===== config.mk =====
export PLATFORM = sky130hd
export DESIGN_NAME = hifr_core
export DESIGN_NICKNAME = d
export VERILOG_FILES = /design/src/verilog/hifr_pkg.sv /design/src/verilog/hifr_core.sv
export SDC_FILE = /design/constraint.sdc
export NUM_CORES = 1
export LEC_CHECK = 0
export ABC_AREA = 1
export BUFFER_PORTS_ARGS = -buffer_cell sky130_fd_sc_hd__buf_2
export CELL_PAD_IN_SITES_DETAIL_PLACEMENT = 1
export CELL_PAD_IN_SITES_GLOBAL_PLACEMENT = 2
export CORE_MARGIN = 5
export CORE_UTILIZATION = 39
export DETAILED_ROUTE_END_ITERATION = 8
export PLACE_DENSITY = 0.91
export SYNTH_ARGS = -nofsm -noshare
export SYNTH_HDL_FRONTEND = slang
export SYNTH_SLANG_ARGS = --single-unit
export TNS_END_PERCENT = 20

===== constraint.sdc =====
create_clock -name mclk -period 3.1 [get_ports mclk]
set_input_delay 0.155 -clock mclk [delete_from_list [all_inputs] [get_ports mclk]]
set_output_delay 0.155 -clock mclk [all_outputs]
set_load 0.02 [all_outputs]

===== src/verilog/hifr_pkg.sv =====
// Constants for the hot-insertion gate control and fault retry block.
// Assumes a single 20 MHz clock; comparator results arrive as digital levels.
package hifr_pkg;
   localparam int unsigned CLK_HZ          = 20_000_000;  // Clock rate
   localparam int unsigned BREAKER_US      = 530;         // Breaker time, microseconds
   // Longest time, rounded down
   localparam int unsigned BREAKER_CYC     = BREAKER_US * (CLK_HZ / 1_000_000);
   localparam int unsigned OC_PERIODS      = 4;           // Cooling in start-up periods
   localparam int unsigned UV_PERIODS      = 1;           // Undervoltage retry periods
   localparam int unsigned PB_PERIODS      = 1;           // Power-bad retry periods
   localparam int unsigned TD_CYC_DEFAULT  = 5_120_000;   // 256 ms start-up period
   localparam int unsigned EN_LATCH_CYC    = 4;           // On copy delay after enable fall
   localparam logic        RETRY_RST       = 1'b1;        // Reset of uv/ov/pb retry bits
endpackage : hifr_pkg


===== src/verilog/hifr_core.sv =====
// Gate control, fault latching and auto-retry timing of the hot-insertion controller.
// Assumes comparator outputs and pins are asynchronous levels; host bit writes are
// one-cycle strobes from logic on mclk.
`timescale 1ns/1ps
`default_nettype none
module hifr_core
   import hifr_pkg::*;
#(
   parameter int unsigned TD_CYC     = TD_CYC_DEFAULT, // Start-up period in cycles
   parameter bit          OC_RETRY_V = 1'b0             // Variant: overcurrent retry default
)(
   input  wire logic mclk,                        // 20 MHz clock
   input  wire logic arst_n,                      // Async reset, active low
   input  wire logic on_pin,                      // On pin
   input  wire logic enable_n_pin,                // Enable-bar pin, active low
   input  wire logic low_supply_cmp,              // Undervoltage comparator, high = under
   input  wire logic high_supply_limit_input,     // Overvoltage comparator, high = over
   input  wire logic shunt_supply_lockout,        // Input supply lockout active
   input  wire logic internal_5v_rail_lockout,    // Internal rail lockout active
   input  wire logic limit_cmp,                   // Sense above current limit level
   input  wire logic fast_trip_cmp,               // Sense above fast trip level
   input  wire logic power_bad_event,             // Good check timer expired, good input high
   input  wire logic input_step,                  // Input step in progress
   input  wire logic wr_on_ctl_set,               // Host sets on-control bit
   input  wire logic wr_on_ctl_clr,               // Host clears on-control bit
   input  wire logic wr_en_chg_set,               // Host sets enable-change fault
   input  wire logic wr_en_chg_clr,               // Host clears enable-change fault
   input  wire logic wr_fault_clr,                // Host clears uv/ov/oc/pb faults
   input  wire logic wr_retry_we,                 // Host writes retry bits
   input  wire logic [3:0] wr_retry_val,          // {pb, oc, uv, ov} retry values
   output logic gate_on,                          // Gate drive command
   output logic fast_pull_down,                   // Immediate gate pull-down
   output logic timer_discharge,                  // Discharge soft-start and delay timer
   output logic good_reset,                       // Reset both power-good outputs
   output logic gate_on_status_bit,               // Gate status
   output logic enable_present_bit,               // Enable-bar level
   output logic enable_change_fault_bit,          // Enable-bar changed
   output logic transistor_on_control_bit,        // On-control bit
   output logic high_supply_present_bit,          // Overvoltage present
   output logic high_supply_fault_bit,            // Overvoltage fault
   output logic low_supply_fault_bit,             // Undervoltage fault
   output logic overcurrent_present_bit,          // Overcurrent present
   output logic overcurrent_fault_bit,            // Overcurrent fault
   output logic power_bad_fault_bit,              // Power-bad fault
   output logic high_supply_retry_bit,            // Overvoltage retry
   output logic low_supply_retry_bit,             // Undervoltage retry
   output logic overcurrent_retry_bit,            // Overcurrent retry
   output logic power_bad_retry_bit               // Power-bad retry
);
   localparam int NS = 8;
   // Three-stage synchroniser bank, one bit per pin
   logic [NS-1:0] raw;
   logic [NS-1:0] s1_ff, s2_ff, s3_ff;            // Stages
   logic [NS-1:0] q_ff;                           // Accepted level
   assign raw = {input_step, power_bad_event, fast_trip_cmp, limit_cmp, internal_5v_rail_lockout,
                 shunt_supply_lockout, high_supply_limit_input, low_supply_cmp};

   // Synchronise all external levels except the on and enable pins; accept once stages two and three agree
   always_ff @(posedge mclk or negedge arst_n)
      if (!arst_n)
      begin
         s1_ff <= '0;
         s2_ff <= '0;
         s3_ff <= '0;
         q_ff  <= '0;
      end
      else
      begin
         s1_ff <= raw;
         s2_ff <= s1_ff;
         s3_ff <= s2_ff;
         q_ff  <= (s2_ff & s3_ff) | (q_ff & (s2_ff | s3_ff));
      end

   // Pins with edge meaning have own stages; reset assumes enable high, on low
   logic on_s1_ff, on_s2_ff, on_s3_ff, on_ff;
   logic en_s1_ff, en_s2_ff, en_s3_ff, en_ff;
   always_ff @(posedge mclk or negedge arst_n)
      if (!arst_n)
      begin
         on_s1_ff <= 1'b0; on_s2_ff <= 1'b0; on_s3_ff <= 1'b0; on_ff <= 1'b0;
         en_s1_ff <= 1'b1; en_s2_ff <= 1'b1; en_s3_ff <= 1'b1; en_ff <= 1'b1;
      end
      else
      begin
         on_s1_ff <= on_pin;
         on_s2_ff <= on_s1_ff;
         on_s3_ff <= on_s2_ff;
         if (on_s2_ff == on_s3_ff)
            on_ff <= on_s3_ff;
         en_s1_ff <= enable_n_pin;
         en_s2_ff <= en_s1_ff;
         en_s3_ff <= en_s2_ff;
         if (en_s2_ff == en_s3_ff)
            en_ff <= en_s3_ff;
      end

   logic uv, ov, vin_lo, rail_lo, lim, fast, pbad, step;
   assign {step, pbad, fast, lim, rail_lo, vin_lo, ov, uv} = q_ff;

   // Edge detection on accepted levels and on the on-control bit
   logic on_d_ff, en_d_ff, ctl_d_ff;
   logic on_rise, on_fall, en_fall, en_edge, ctl_fall;
   always_ff @(posedge mclk or negedge arst_n)
      if (!arst_n)
      begin
         on_d_ff  <= 1'b0;
         en_d_ff  <= 1'b1;
         ctl_d_ff <= 1'b0;
      end
      else
      begin
         on_d_ff  <= on_ff;
         en_d_ff  <= en_ff;
         ctl_d_ff <= transistor_on_control_bit;
      end
   assign on_rise  = on_ff & ~on_d_ff;
   assign on_fall  = ~on_ff & on_d_ff;
   assign en_fall  = ~en_ff & en_d_ff;
   assign en_edge  = en_ff ^ en_d_ff;
   assign ctl_fall = ~transistor_on_control_bit & ctl_d_ff;

   // Enable status follows the pin; the change flag is set on either edge
   assign enable_present_bit = en_ff;
   always_ff @(posedge mclk or negedge arst_n)
      if (!arst_n)
         enable_change_fault_bit <= 1'b0;
      else if (rail_lo)
         enable_change_fault_bit <= 1'b0;
      else if (en_edge | wr_en_chg_set)
         enable_change_fault_bit <= 1'b1;
      else if (wr_en_chg_clr)
         enable_change_fault_bit <= 1'b0;

   // Delayed copy of on-high after enable falls; handles on tied high
   logic [2:0] enl_cnt_ff;
   always_ff @(posedge mclk or negedge arst_n)
      if (!arst_n)
         enl_cnt_ff <= 3'h0;
      else if (en_fall)
         enl_cnt_ff <= 3'(EN_LATCH_CYC);
      else if (enl_cnt_ff != 3'h0)
         enl_cnt_ff <= enl_cnt_ff - 3'h1;
   logic en_copy;
   assign en_copy = (enl_cnt_ff == 3'h1) & on_ff;

   // On-control bit; edges first, host strobes after
   always_ff @(posedge mclk or negedge arst_n)
      if (!arst_n)
         transistor_on_control_bit <= 1'b0;
      else if (rail_lo)
         transistor_on_control_bit <= 1'b0;
      else if (on_rise | en_copy)
         transistor_on_control_bit <= 1'b1;
      else if (on_fall)
         transistor_on_control_bit <= 1'b0;
      else if (wr_on_ctl_set)
         transistor_on_control_bit <= 1'b1;
      else if (wr_on_ctl_clr)
         transistor_on_control_bit <= 1'b0;

   // Retry bits; overcurrent default from variant
   always_ff @(posedge mclk or negedge arst_n)
      if (!arst_n)
      begin
         high_supply_retry_bit <= RETRY_RST;
         low_supply_retry_bit  <= RETRY_RST;
         overcurrent_retry_bit <= OC_RETRY_V;
         power_bad_retry_bit   <= RETRY_RST;
      end
      else if (wr_retry_we)
         {power_bad_retry_bit, overcurrent_retry_bit, low_supply_retry_bit,
          high_supply_retry_bit} <= wr_retry_val;

   // Breaker timer: counts while limit comparator holds
   logic [$clog2(BREAKER_CYC+1)-1:0] brk_ff;
   logic oc_trip;
   assign oc_trip = lim & (brk_ff == ($bits(brk_ff))'(BREAKER_CYC - 1));
   always_ff @(posedge mclk or negedge arst_n)
      if (!arst_n)
         brk_ff <= '0;
      else if (!lim | oc_trip)
         brk_ff <= '0;
      else
         brk_ff <= brk_ff + 1'b1;

   // Fault flags; set beats clear, on falling clears all
   logic fclr;
   assign fclr = on_fall | ctl_fall | rail_lo;
   always_ff @(posedge mclk or negedge arst_n)
      if (!arst_n)
      begin
         high_supply_fault_bit <= 1'b0;
         low_supply_fault_bit  <= 1'b0;
         overcurrent_fault_bit <= 1'b0;
         power_bad_fault_bit   <= 1'b0;
      end
      else
      begin
         if (ov)
            high_supply_fault_bit <= 1'b1;
         else if (fclr | wr_fault_clr)
            high_supply_fault_bit <= 1'b0;
         if (uv)
            low_supply_fault_bit <= 1'b1;
         else if (fclr | wr_fault_clr)
            low_supply_fault_bit <= 1'b0;
         if (oc_trip)
            overcurrent_fault_bit <= 1'b1;
         else if (fclr | wr_fault_clr)
            overcurrent_fault_bit <= 1'b0;
         if (pbad)
            power_bad_fault_bit <= 1'b1;
         else if (fclr | wr_fault_clr)
            power_bad_fault_bit <= 1'b0;
      end

   assign high_supply_present_bit = ov;

   // Overcurrent present: set at trip, cleared once gate is off
   always_ff @(posedge mclk or negedge arst_n)
      if (!arst_n)
         overcurrent_present_bit <= 1'b0;
      else if (oc_trip)
         overcurrent_present_bit <= 1'b1;
      else if (!gate_on)
         overcurrent_present_bit <= 1'b0;

   // Fault state machine
   typedef enum logic [4:0] {
      HIFR_RUN   = 5'b0_0001,                     // Free to drive gate
      HIFR_HOLD  = 5'b0_0010,                     // Faulted, waiting for clear
      HIFR_WAIT  = 5'b0_0100,                     // Retry delay counting
      HIFR_COOL  = 5'b0_1000,                     // Overcurrent cooling, uninterruptible
      HIFR_OVH   = 5'b1_0000                      // Overvoltage hold
   } hifr_state_t;
   typedef enum logic [1:0] {HIFR_K_UV, HIFR_K_OC, HIFR_K_PB} hifr_kind_t;
   hifr_state_t st_ff;
   hifr_kind_t  kind_ff;
   logic [31:0] dly_ff;                           // Retry delay counter, cycles

   function automatic logic [31:0] periods(input int unsigned n);
      periods = 32'(n * TD_CYC);
   endfunction : periods

   logic released;                                // Latched fault allowed to retry
   always_comb
   begin
      case (kind_ff)
         HIFR_K_UV: released = !uv & (low_supply_retry_bit | !low_supply_fault_bit);
         HIFR_K_OC: released = overcurrent_retry_bit | !overcurrent_fault_bit;
         default:   released = power_bad_retry_bit | !power_bad_fault_bit;
      endcase
   end

   // Fault sequencing; cooling is never interrupted
   always_ff @(posedge mclk or negedge arst_n)
      if (!arst_n)
      begin
         st_ff   <= HIFR_RUN;
         kind_ff <= HIFR_K_UV;
         dly_ff  <= 32'h0000_0000;
      end
      else
         case (st_ff)
            HIFR_RUN:
               if (oc_trip)
               begin
                  kind_ff <= HIFR_K_OC;
                  st_ff   <= HIFR_HOLD;
               end
               else if (pbad)
               begin
                  kind_ff <= HIFR_K_PB;
                  st_ff   <= HIFR_HOLD;
               end
               else if (uv)
               begin
                  kind_ff <= HIFR_K_UV;
                  st_ff   <= HIFR_HOLD;
               end
               else if (ov)
                  st_ff <= HIFR_OVH;
            HIFR_OVH:
               if (!ov & (high_supply_retry_bit | !high_supply_fault_bit))
                  st_ff <= HIFR_RUN;
            HIFR_HOLD:
               if (released & !pbad)
               begin
                  dly_ff <= (kind_ff == HIFR_K_OC) ? periods(OC_PERIODS) :
                            (kind_ff == HIFR_K_UV) ? periods(UV_PERIODS) : periods(PB_PERIODS);
                  st_ff  <= (kind_ff == HIFR_K_OC) ? HIFR_COOL : HIFR_WAIT;
               end
            HIFR_WAIT:
               if (uv | ov | pbad)
                  st_ff <= HIFR_RUN;               // Re-evaluate new fault
               else if (dly_ff <= 32'h0000_0001)
                  st_ff <= HIFR_RUN;
               else
                  dly_ff <= dly_ff - 32'h0000_0001;
            HIFR_COOL:
               if (dly_ff <= 32'h0000_0001)
                  st_ff <= HIFR_RUN;
               else
                  dly_ff <= dly_ff - 32'h0000_0001;
            default:
               st_ff <= HIFR_RUN;
         endcase

   // Off decision; input step does not enter it
   logic off_cond;
   assign off_cond = !on_ff | !transistor_on_control_bit | en_ff | uv | ov
                   | vin_lo | rail_lo | (st_ff != HIFR_RUN) | oc_trip | pbad;
   assign gate_on_status_bit = !off_cond;
   assign gate_on            = !off_cond & !fast;
   assign fast_pull_down     = fast;
   assign timer_discharge    = off_cond;
   // Good outputs reset on off decisions except in overvoltage or HIFR_OVH without trip, power-bad, undervoltage or HIFR_HOLD; fast trip alone does not reset them
   assign good_reset = off_cond & !(ov | st_ff == HIFR_OVH)
                     | (off_cond & (oc_trip | pbad | uv | st_ff == HIFR_HOLD));
   logic unused_step;
   assign unused_step = step;

   // Assertions
   chk_ov_gate_off: assert property (@(posedge mclk) disable iff (!arst_n)
      ov |-> !gate_on && timer_discharge)
      else $error("gate on during overvoltage");
   chk_ov_keeps_good: assert property (@(posedge mclk) disable iff (!arst_n)
      (ov && st_ff == HIFR_RUN && on_ff && transistor_on_control_bit && !en_ff && !uv && !vin_lo
       && !rail_lo && !lim && !pbad) |-> !good_reset)
      else $error("good reset by overvoltage");
   chk_trip_sets: assert property (@(posedge mclk) disable iff (!arst_n)
      oc_trip |=> overcurrent_fault_bit && overcurrent_present_bit && brk_ff == 0)
      else $error("breaker trip did not log");
   chk_breaker_len: assert property (@(posedge mclk) disable iff (!arst_n)
      $rose(lim) |-> !oc_trip [*8])
      else $error("breaker tripped early");
   chk_oc_present_clr: assert property (@(posedge mclk) disable iff (!arst_n)
      (overcurrent_present_bit && !gate_on && !oc_trip) |=> !overcurrent_present_bit)
      else $error("overcurrent present stuck");
   chk_en_change: assert property (@(posedge mclk) disable iff (!arst_n)
      (en_edge && !rail_lo) |=> enable_change_fault_bit)
      else $error("enable change missed");
   chk_on_rise: assert property (@(posedge mclk) disable iff (!arst_n)
      (on_rise && !rail_lo) |=> transistor_on_control_bit)
      else $error("on rise did not set control");
   chk_rail_clear: assert property (@(posedge mclk) disable iff (!arst_n)
      rail_lo |=> !transistor_on_control_bit && !enable_change_fault_bit)
      else $error("rail lockout did not clear");
   chk_cool_holds: assert property (@(posedge mclk) disable iff (!arst_n)
      (st_ff == HIFR_COOL && dly_ff > 1) |=> st_ff == HIFR_COOL)
      else $error("cooling interrupted");
   chk_fast_trip: assert property (@(posedge mclk) disable iff (!arst_n)
      fast |-> !gate_on)
      else $error("gate on during fast trip");
   chk_latch_off: assert property (@(posedge mclk) disable iff (!arst_n)
      (st_ff == HIFR_HOLD && kind_ff == HIFR_K_OC && !overcurrent_retry_bit && overcurrent_fault_bit
       && !wr_retry_we && !wr_fault_clr && !fclr) |=> st_ff == HIFR_HOLD)
      else $error("latched fault released");
endmodule : hifr_core
`default_nettype wire


# Word level (Yosys, flattened, before mapping)
# Index checks and enable logic that the tools add are counted.
# op_classes
add_sub_neg,3
n_lt_le_gt_ge,1
eq_ne,16
n_mux,37
bitwise_logic,47
n_reduce_logical,27
# op_table
operator,count
32-bit two-way mux,3
32-bit case mux with 3 select lines,1
5-bit two-way mux,8
32-bit by 1-bit less-or-equal comparator with 1-bit output (second input constant),1
32-bit by 1-bit subtractor with 32-bit output (second input constant),1
1-bit bitwise OR,26
25-bit two-way mux,1
5-bit case mux with 5 select lines,1
8-bit AND,2
8-bit bitwise OR,2
1-bit two-way mux,15
14-bit by 1-bit adder with 14-bit output (second input constant),1
14-bit == test (second input constant),1
14-bit two-way mux,1
1-bit zero test,13
1-bit AND,12
3-bit nonzero test,4
2-bit nonzero test,5
2-bit two-way mux,3
3-bit two-way mux,2
2-bit inequality test (second input constant),3
3-bit AND reduction,2
5-bit by 1-bit == test with 1-bit output (second input constant),1
5-bit by 2-bit == test with 1-bit output (second input constant),1
17 further kinds,21
# word_totals
regBits,110
in_bits,22
out_inout_bits,18
word_cells,162

# Longest topological paths before layout
# Gate-level depths: netlist (run 1).
# logic_depth
ltp_word,14
mapped_depth,12
depth_no_buf,12

# Least setup slack after synthesis (run 1)
# No wires, ideal clock.
# synth_path
path_type,flip-flop to flip-flop
from,reg brk_ff[0]
to,reg overcurrent_present_bit
arrival_ns,1.779
slack_ns,1.255
stages_incl_launch_ff,13
n_path_buf,0
synth_period_minus_slack_ns,1.845
cell_sequence,dfrtp_1 -> ha_1 -> nand2_1 -> inv_1 -> nand2_1 -> nor2_1 -> nand3_1 -> nand2_1 -> inv_1 -> nand2_1 -> nor2_1 -> nand2_1 -> nand2_1
# synth_between
elab_chain_cells,7
word_cells_on_any_way,8
classes_between,2 x eq/ne; 1 x mux; 4 x bitwise; 1 x reduce/logical
# synth_lines
item,line,text
from (decl),hifr_core.sv:176,logic [$clog2(BREAKER_CYC+1)-1:0] brk_ff;
from (signal assigned),hifr_core.sv:185,brk_ff <= brk_ff + 1'b1;
14-bit == test,hifr_core.sv:178,assign oc_trip = lim & (brk_ff == ($bits(brk_ff))'(BREAKER_CYC - 1));
1-bit AND,hifr_core.sv:178,
1-bit bitwise OR (2 in series),hifr_core.sv:313,| vin_lo | rail_lo | (st_ff != HIFR_RUN) | oc_trip | pbad;
via timer_discharge,hifr_core.sv:33,"output logic timer_discharge,"
1-bit zero test,hifr_core.sv:315,assign gate_on = !off_cond & !fast;
1-bit AND,hifr_core.sv:315,
via gate_on,hifr_core.sv:31,"output logic gate_on,"
2-bit by 1-bit inequality test with 1-bit output (no source line),n/a,
to (signal assigned),hifr_core.sv:223,overcurrent_present_bit <= 1'b0;
to (signal assigned),hifr_core.sv:225,overcurrent_present_bit <= 1'b1;
to (signal assigned),hifr_core.sv:227,overcurrent_present_bit <= 1'b0;
to (decl),hifr_core.sv:42,"output logic overcurrent_present_bit,"
# The timed path passes the listed nets, and every way through them passes these cells.
# A chain may end at the register's enable or synchronous reset.

# Final worst setup path (run 1)
# layout_path
from,reg brk_ff[0]
to,out good_reset
# layout_between
elab_chain_cells,7
word_cells_on_any_way,10
classes_between,1 x eq/ne; 9 x bitwise
# layout_lines
item,line,text
14-bit == test (*),hifr_core.sv:178,
1-bit AND (*),hifr_core.sv:178,
1-bit bitwise OR (3 in series),hifr_core.sv:320,| (off_cond & (oc_trip | pbad | uv | st_ff == HIFR_HOLD));
1-bit AND,hifr_core.sv:320,
1-bit bitwise OR (*),hifr_core.sv:320,
to (decl),hifr_core.sv:34,"output logic good_reset,"
# Every way passes the cells marked *; elsewhere a longest branch is shown, timed or not.

==> results of run 1 <==
## cell type report
class,instances,share of cell area (%)
Inverter,68,4.26
Clock buffer,12,3.91
Timing Repair Buffer,51,5.42
Tap cell,176,3.64
Sequential cell,106,44.1
Clock inverter,4,0.869
Multi-Input combinational cell,479,37.8
## per-stage QoR
| step | total power, mW | std cells | setup WS, ns | util, % |
|---|---|---|---|---|
| after CTS | 5.95 | 896 | 0.528 | 45.5 |
| after detailed placement | 4.76 | 870 | 0.767 | 42.5 |
| after global routing | 6.40 | 896 | 0.323 | 45.5 |
| after floorplan | 4.00 | 663 | 1.26 | - |
| final | 5.91 | 896 | 0.563 | 45.5 |
| after global placement | 4.61 | 870 | 0.857 | 42.5 |
## sequential cells by signal, summed over array words and instances, names as in the netlist, 2 cells and up
name	flops
brk_ff	14
dly_ff	32
enl_cnt_ff	3
kind_ff	2
q_ff	7
s1_ff	7
s2_ff	7
s3_ff	7
st_ff	5
## how the worst min path moves through the flow
| stage | startpoint | endpoint | slack (ns) | depth (start not counted) |
|---|---|---|---|---|
| finish | wr_retry_val[3] | power_bad_retry_bit | 0.02 | 3 |
| global route | wr_retry_val[3] | power_bad_retry_bit | 0.03 | 3 |
| CTS | wr_retry_val[3] | power_bad_retry_bit | 0.01 | 3 |
| detailed placement | enable_n_pin | en_s1_ff | 0.26 | 1 |
| global placement | enable_n_pin | en_s1_ff | 0.26 | 1 |
| floorplan | arst_n | brk_ff[0] | -0.14 | 0 |
## layout by cell type, fill, tap and decap left out, types with 3 or more instances in the layout
master,instances
a21oi_1,8
buf_2,37
buf_4,3
clkbuf_1,3
clkbuf_16,9
dfrtp_1,97
dfstp_2,9
dlygate4sd3_1,10
ha_1,7
inv_1,65
maj3_1,9
nand2_1,201
nand3_1,50
nand4_1,13
nor2_1,97
nor2_2,5
nor3_1,10
nor3b_1,5
o21ai_0,18
o21ai_1,18
o21bai_1,3
xor2_1,10
## worst max-delay path: cells and delay by family (launching register included)
| family | cells | cell delay [ns] |
|---|---|---|
| flip-flops | 1 | 0.37 |
| AO/OA/AOI/OAI | 1 | 0.13 |
| buffers and inverters | 4 | 0.38 |
| adder cells (fa/ha/maj) | 1 | 0.17 |
| AND/OR/NAND/NOR | 6 | 0.97 |
## layer usage
| metal | track usage, % | up-vias | part of all wire, % |
|---|---|---|---|
| met5 | 0 | - | 0 |
| met4 | 5.80 | 0 | 1.2 |
| met3 | 3.40 | 13 | 3.4 |
| met2 | 33.1 | 58 | 52 |
| met1 | 23.3 | 2251 | 44 |
| li1 | - | 2223 | - |
## cell families after synthesis
family	after synthesis
AO/OA/AOI/OAI	55
XOR/XNOR	12
adder cells (fa/ha/maj)	16
buffers and inverters	78
flip-flops	106
multiplexers	2
AND/OR/NAND/NOR	394
## power by group through the flow
stage | Clock [mW] | Combinational, mW | Sequential [mW]
6_report | 1.15 | 2.90 | 1.86
4_1_cts | 1.19 | 2.91 | 1.86
3_3_place_gp | 0 | 2.75 | 1.86
2_1_floorplan | 0 | 2.17 | 1.82
3_5_place_dp | 0 | 2.88 | 1.88
5_1_grt | 1.25 | 3.25 | 1.89
## repair_timing
item / in CTS / in global routing
hold buffers: 10 / 0
resized for setup: 0 / 0
hold endpoints to repair: 60 / 0
==> results.yml, run 1 <==
outcome:
  status: "completed"
layout:
  nets: 744
  layout-drive-gt1-share_pct: 11.1
  synthToLayoutAreaGrowth_pct: 14.2
  fillCellCount: 1652
  register_area_mm2: 0.00266
  final_area_mm2: 0.00605
  antennaDiodeCount: 0
  multi_input_area_mm2: 0.00229
global_route:
  antenna_found_initial: 0
  grt_overflow: 0
  grt_pass1_wl_um: 24100
  track_usage_pct: 18.7
  grt_max_degree: 62
  grt_pass1_vias: 4927
synthesis:
  synth.distinct_cells: 41
  synth-simple-area-share_pct: 31.7
  async_flop_share_pct: 100
  synth_compound_area_share_pct: 5.74
  syn-num-nets: 692
  avgSynthCellArea_um2: 7.99
  synth_top_area_share_pct: 45.8
  synthTopCellsByArea: "dfrtp_1 (46%), nand2_1 (14%), nor2_1 (6.9%)"
  synth-seq-area-share_pct: 50.3
  synth.most_common_cell: "nand2_1"
  synth.ff_latch_count: 106
  netlist_area_mm2: 0.00530
  synth_top_area_cell: "dfrtp_1"
  synth_top_family_by_area: "simple AND/OR/NAND/NOR gates"
  ys.flop_type: "dfrtp_1"
  synth_xor_xnor_area_share_pct: 1.98
  synthTopCellsByCount: "nand2_1 (201), dfrtp_1 (97), nor2_1 (97)"
  synth-edff-count: 0
  synthAdderAreaFrac_pct: 3.36
  synth_mux_area_share_pct: 0.425
  syn_inst: 663
  yosys_warnings: 0
cts:
  tritoncts: "built"
  clock_tree.root_cell: "clkbuf_16"
  clk_path_buf_depth: 2
  htree_levels: 3
  clk_latency_ns: 0.35
  cts_sinks: 106
  cts_setup_buffers: 0
  clk_pin_slew_worst_paths_ns: 0.07
  cts_buffers: 9
sta:
  fmax_mhz: 394
  worst_pin_slew_ns: 0.795
  fin_tns_setup_ns: 0
  fin_crit_sh_pct: 81.8
  hold_slack_ns: 0.0234
  setup_violations: 0
  finClkSkew_ns: 0.00514
  timing.slew.headroom_pct: 47.0
  drv_slew: 0
  hold_viol_final: 0
  rsz0062_at_grt: "false"
  min_period_ns: 2.54
critical_path:
  worstPathCellList: "ha_1 > nand2_1 > inv_1 > nand2_1 > nor2_1 > nand3_1 > nand2_1 > inv_1 > nand2_1 > o21ai_0 > inv_1 > buf_2"
  r2r_slack_ns: 0.78
  crit_top_cell: "nand2_1"
  critPathKind: "flip-flop to output port"
  r2r_start: "dly_ff[0]"
  critPathSlowestCell: "dfrtp_1"
  max_stage_delay_ns: 0.37
  cp.required_ns: 2.94
  crit_path_start: "brk_ff[0]"
  crit_end: "good_reset"
  arrival_ns: 2.38
  start_kind: "flip-flop"
  cp_max_fo: 6
  worstReg2RegEnd: "dly_ff[31]"
  reg2reg_depth: 11
  end_kind: "output port"
pwr:
  power_frac_comb_pct: 49.0
  p_int_mw: 3.10
  seq_power_share_pct: 31.4
  switching_share_pct: 47.6
  power_density_mw_per_mm2: 977
  clkPwrFrac_pct: 19.5
  ir_drop_mv: 0.368
  p_leak_nw: 3.02
  p_sw_mw: 2.81
placement:
  portBuffers: 38
  gp_congestion: 0.828
  post_dp_cell_area_mm2: 0.00566
  dpl.hpwl_um: 10400
drt:
  viasPerCell: 5.07
  routed_wl_um: 14200
  drtAntennaViolNets: 0
  initialDrtViolationCount: 236
  drc_errors: 0
  first_pass_iters: 4
  wl_per_cell_um: 15.8
  vias: 4545
floorplanning:
  io_pins: 40
  die_w_um: 127
  die_y_um: 127
  core_area_mm2: 0.0133
  initial_core_util_pct: 39.8
  rows: 42
  die-area_mm2: 0.0160
run:
  maxCapViolations: 0
min_path:
  hp-class: "input port to flip-flop"
(Power assumes the default switching activity.)
==> run 2: changes to the inputs <==
Settings changed: CORE_UTILIZATION 39 to 36, PLACE_DENSITY 0.91 to 0.85.
Clock period 3.1 ns to 2.5 ns, I/O delays scaled along.
==> results.yml, run 2 (same netlist as run 1, synthesis figures left out) <==
sta:
  fmax_mhz: 425
  hold_slack_ns: 0.0109
  finClkSkew_ns: 0.0116
  fin_tns_setup_ns: 0
  rsz0062_at_grt: "false"
  timing.final.ws_setup_ns: 0.148
  drv_slew: 0
  hold_viol_final: 0
  min_period_ns: 2.35
  worst_pin_slew_ns: 0.603
  timing.slew.headroom_pct: 59.5
  setup_violations: 0
  fin_crit_sh_pct: 94.1
floorplanning:
  die_w_um: 131
  rows: 44
  core_area_mm2: 0.0145
  io_pins: 40
  die-area_mm2: 0.0172
  initial_core_util_pct: 36.6
  die_y_um: 131
critical_path:
  end_kind: "output port"
  arrival_ns: 2.23
  start_kind: "flip-flop"
  cp.required_ns: 2.38
  critPathKind: "flip-flop to output port"
  reg2reg_depth: 10
  worstReg2RegEnd: "dly_ff[4]"
  cp_max_fo: 4
  r2r_slack_ns: 0.41
  r2r_start: "dly_ff[20]"
drt:
  routed_wl_um: 14100
  wl_per_cell_um: 15.5
  initialDrtViolationCount: 253
  viasPerCell: 4.96
  drc_errors: 0
  first_pass_iters: 4
  drtAntennaViolNets: 0
  vias: 4514
cts:
  cts_buffers: 9
  cts_setup_buffers: 0
  clk_latency_ns: 0.36
  clock_tree.root_cell: "clkbuf_16"
  htree_levels: 3
  tritoncts: "built"
  cts_sinks: 106
  clk_pin_slew_worst_paths_ns: 0.07
  clk_path_buf_depth: 2
layout:
  synthToLayoutAreaGrowth_pct: 16.6
  register_area_mm2: 0.00266
  largest_register_ffs: 32
  most-common-layout-cells: "nand2_1 (200), nor2_1 (97), dfrtp_1 (97)"
  fillCellCount: 1787
  nets: 750
  final_util_pct: 42.6
  layout-drive-gt1-share_pct: 12.1
  antennaDiodeCount: 0
  fin_cells: 910
  final_area_mm2: 0.00617
  regMostFlops: "dly_ff"
  largestRegisters: "dly_ff: 32 flops, brk_ff: 14 flops"
  multi_input_area_mm2: 0.00229
  final_common_cell: "nand2_1"
global_route:
  grt_pass1_wl_um: 24400
  grt_overflow: 0
  grt_pass1_vias: 4849
  grt_max_degree: 66
  antenna_found_initial: 0
  track_usage_pct: 17.1
run:
  maxCapViolations: 0
pwr:
  p_leak_nw: 3.07
  ir_drop_mv: 0.578
  p_total_mw: 7.60
  power_density_mw_per_mm2: 1230
placement:
  gp_congestion: 0.831
  dpl.hpwl_um: 10400
  dp.cells: 882
  post_dp_cell_area_mm2: 0.00571
  dp_slack_ns: 0.448
  portBuffers: 38
min_path:
  hold_depth: 2
  hold_start: "wr_retry_val[1]"
  whs_endpoint: "low_supply_retry_bit"
  hp-class: "input port to flip-flop"
outcome:
  status: "completed"
==> run 2: power by group <==
group,leakage (nW),switching (mW),internal [mW],total [mW]
Clock,0.165,0.668,0.945,1.61
Combinational,1.57,2.55,1.14,3.69
Sequential,1.33,0.308,1.99,2.30
Total,3.07,3.52,4.08,7.60
==> run 2: final cells by class <==
cell class | instances | area share (%)
sequential | 106 | 43.1
tap | 184 | 3.73
clock inverter | 4 | 1.30
multi-input combinational | 479 | 37.2
inverter | 68 | 4.18
timing repair buffer | 57 | 6.32
clock buffer | 12 | 4.15
==> run 2: worst max-delay path: stages, from the launching register on <==
cell and delay [ns]:
dfrtp_1 0.40, nor2_1 0.25, nand2_1 0.14, nor3_1 0.30
nand2_2 0.14, inv_1 0.07, nand2_1 0.14, nor2_1 0.23
buf_2 0.21
==> run 2: worst max-delay path by stage <==
stage                   start                       to  slack (ns)  depth (start not counted)
floorplan           brk_ff[0]  overcurrent_present_bit        0.66                         12
global placement     st_ff[2]               dly_ff[28]        0.53                          9
detailed placement   st_ff[2]               dly_ff[27]        0.45                          9
CTS                 brk_ff[0]               good_reset        0.08                         12
global route         st_ff[3]                  gate_on        0.03                          8
finish               st_ff[3]                  gate_on        0.15                          8
==> run 2: what timing repair did <==
action / 4_1_cts / 5_1_grt
resized for setup: 0 / 2
endpoints found under the hold margin: 32 / 0
endpoints found under the setup margin: 0 / 2
hold buffers: 12 / 0
==> run 2: layer usage <==
metal	part of all wire [%]	up-vias	global-route usage [%]
met1	49	2222	23.1
met3	2.1	14	2.71
met4	1.8	0	6.40
met2	48	44	28.0
met5	0	-	0
li1	-	2234	-
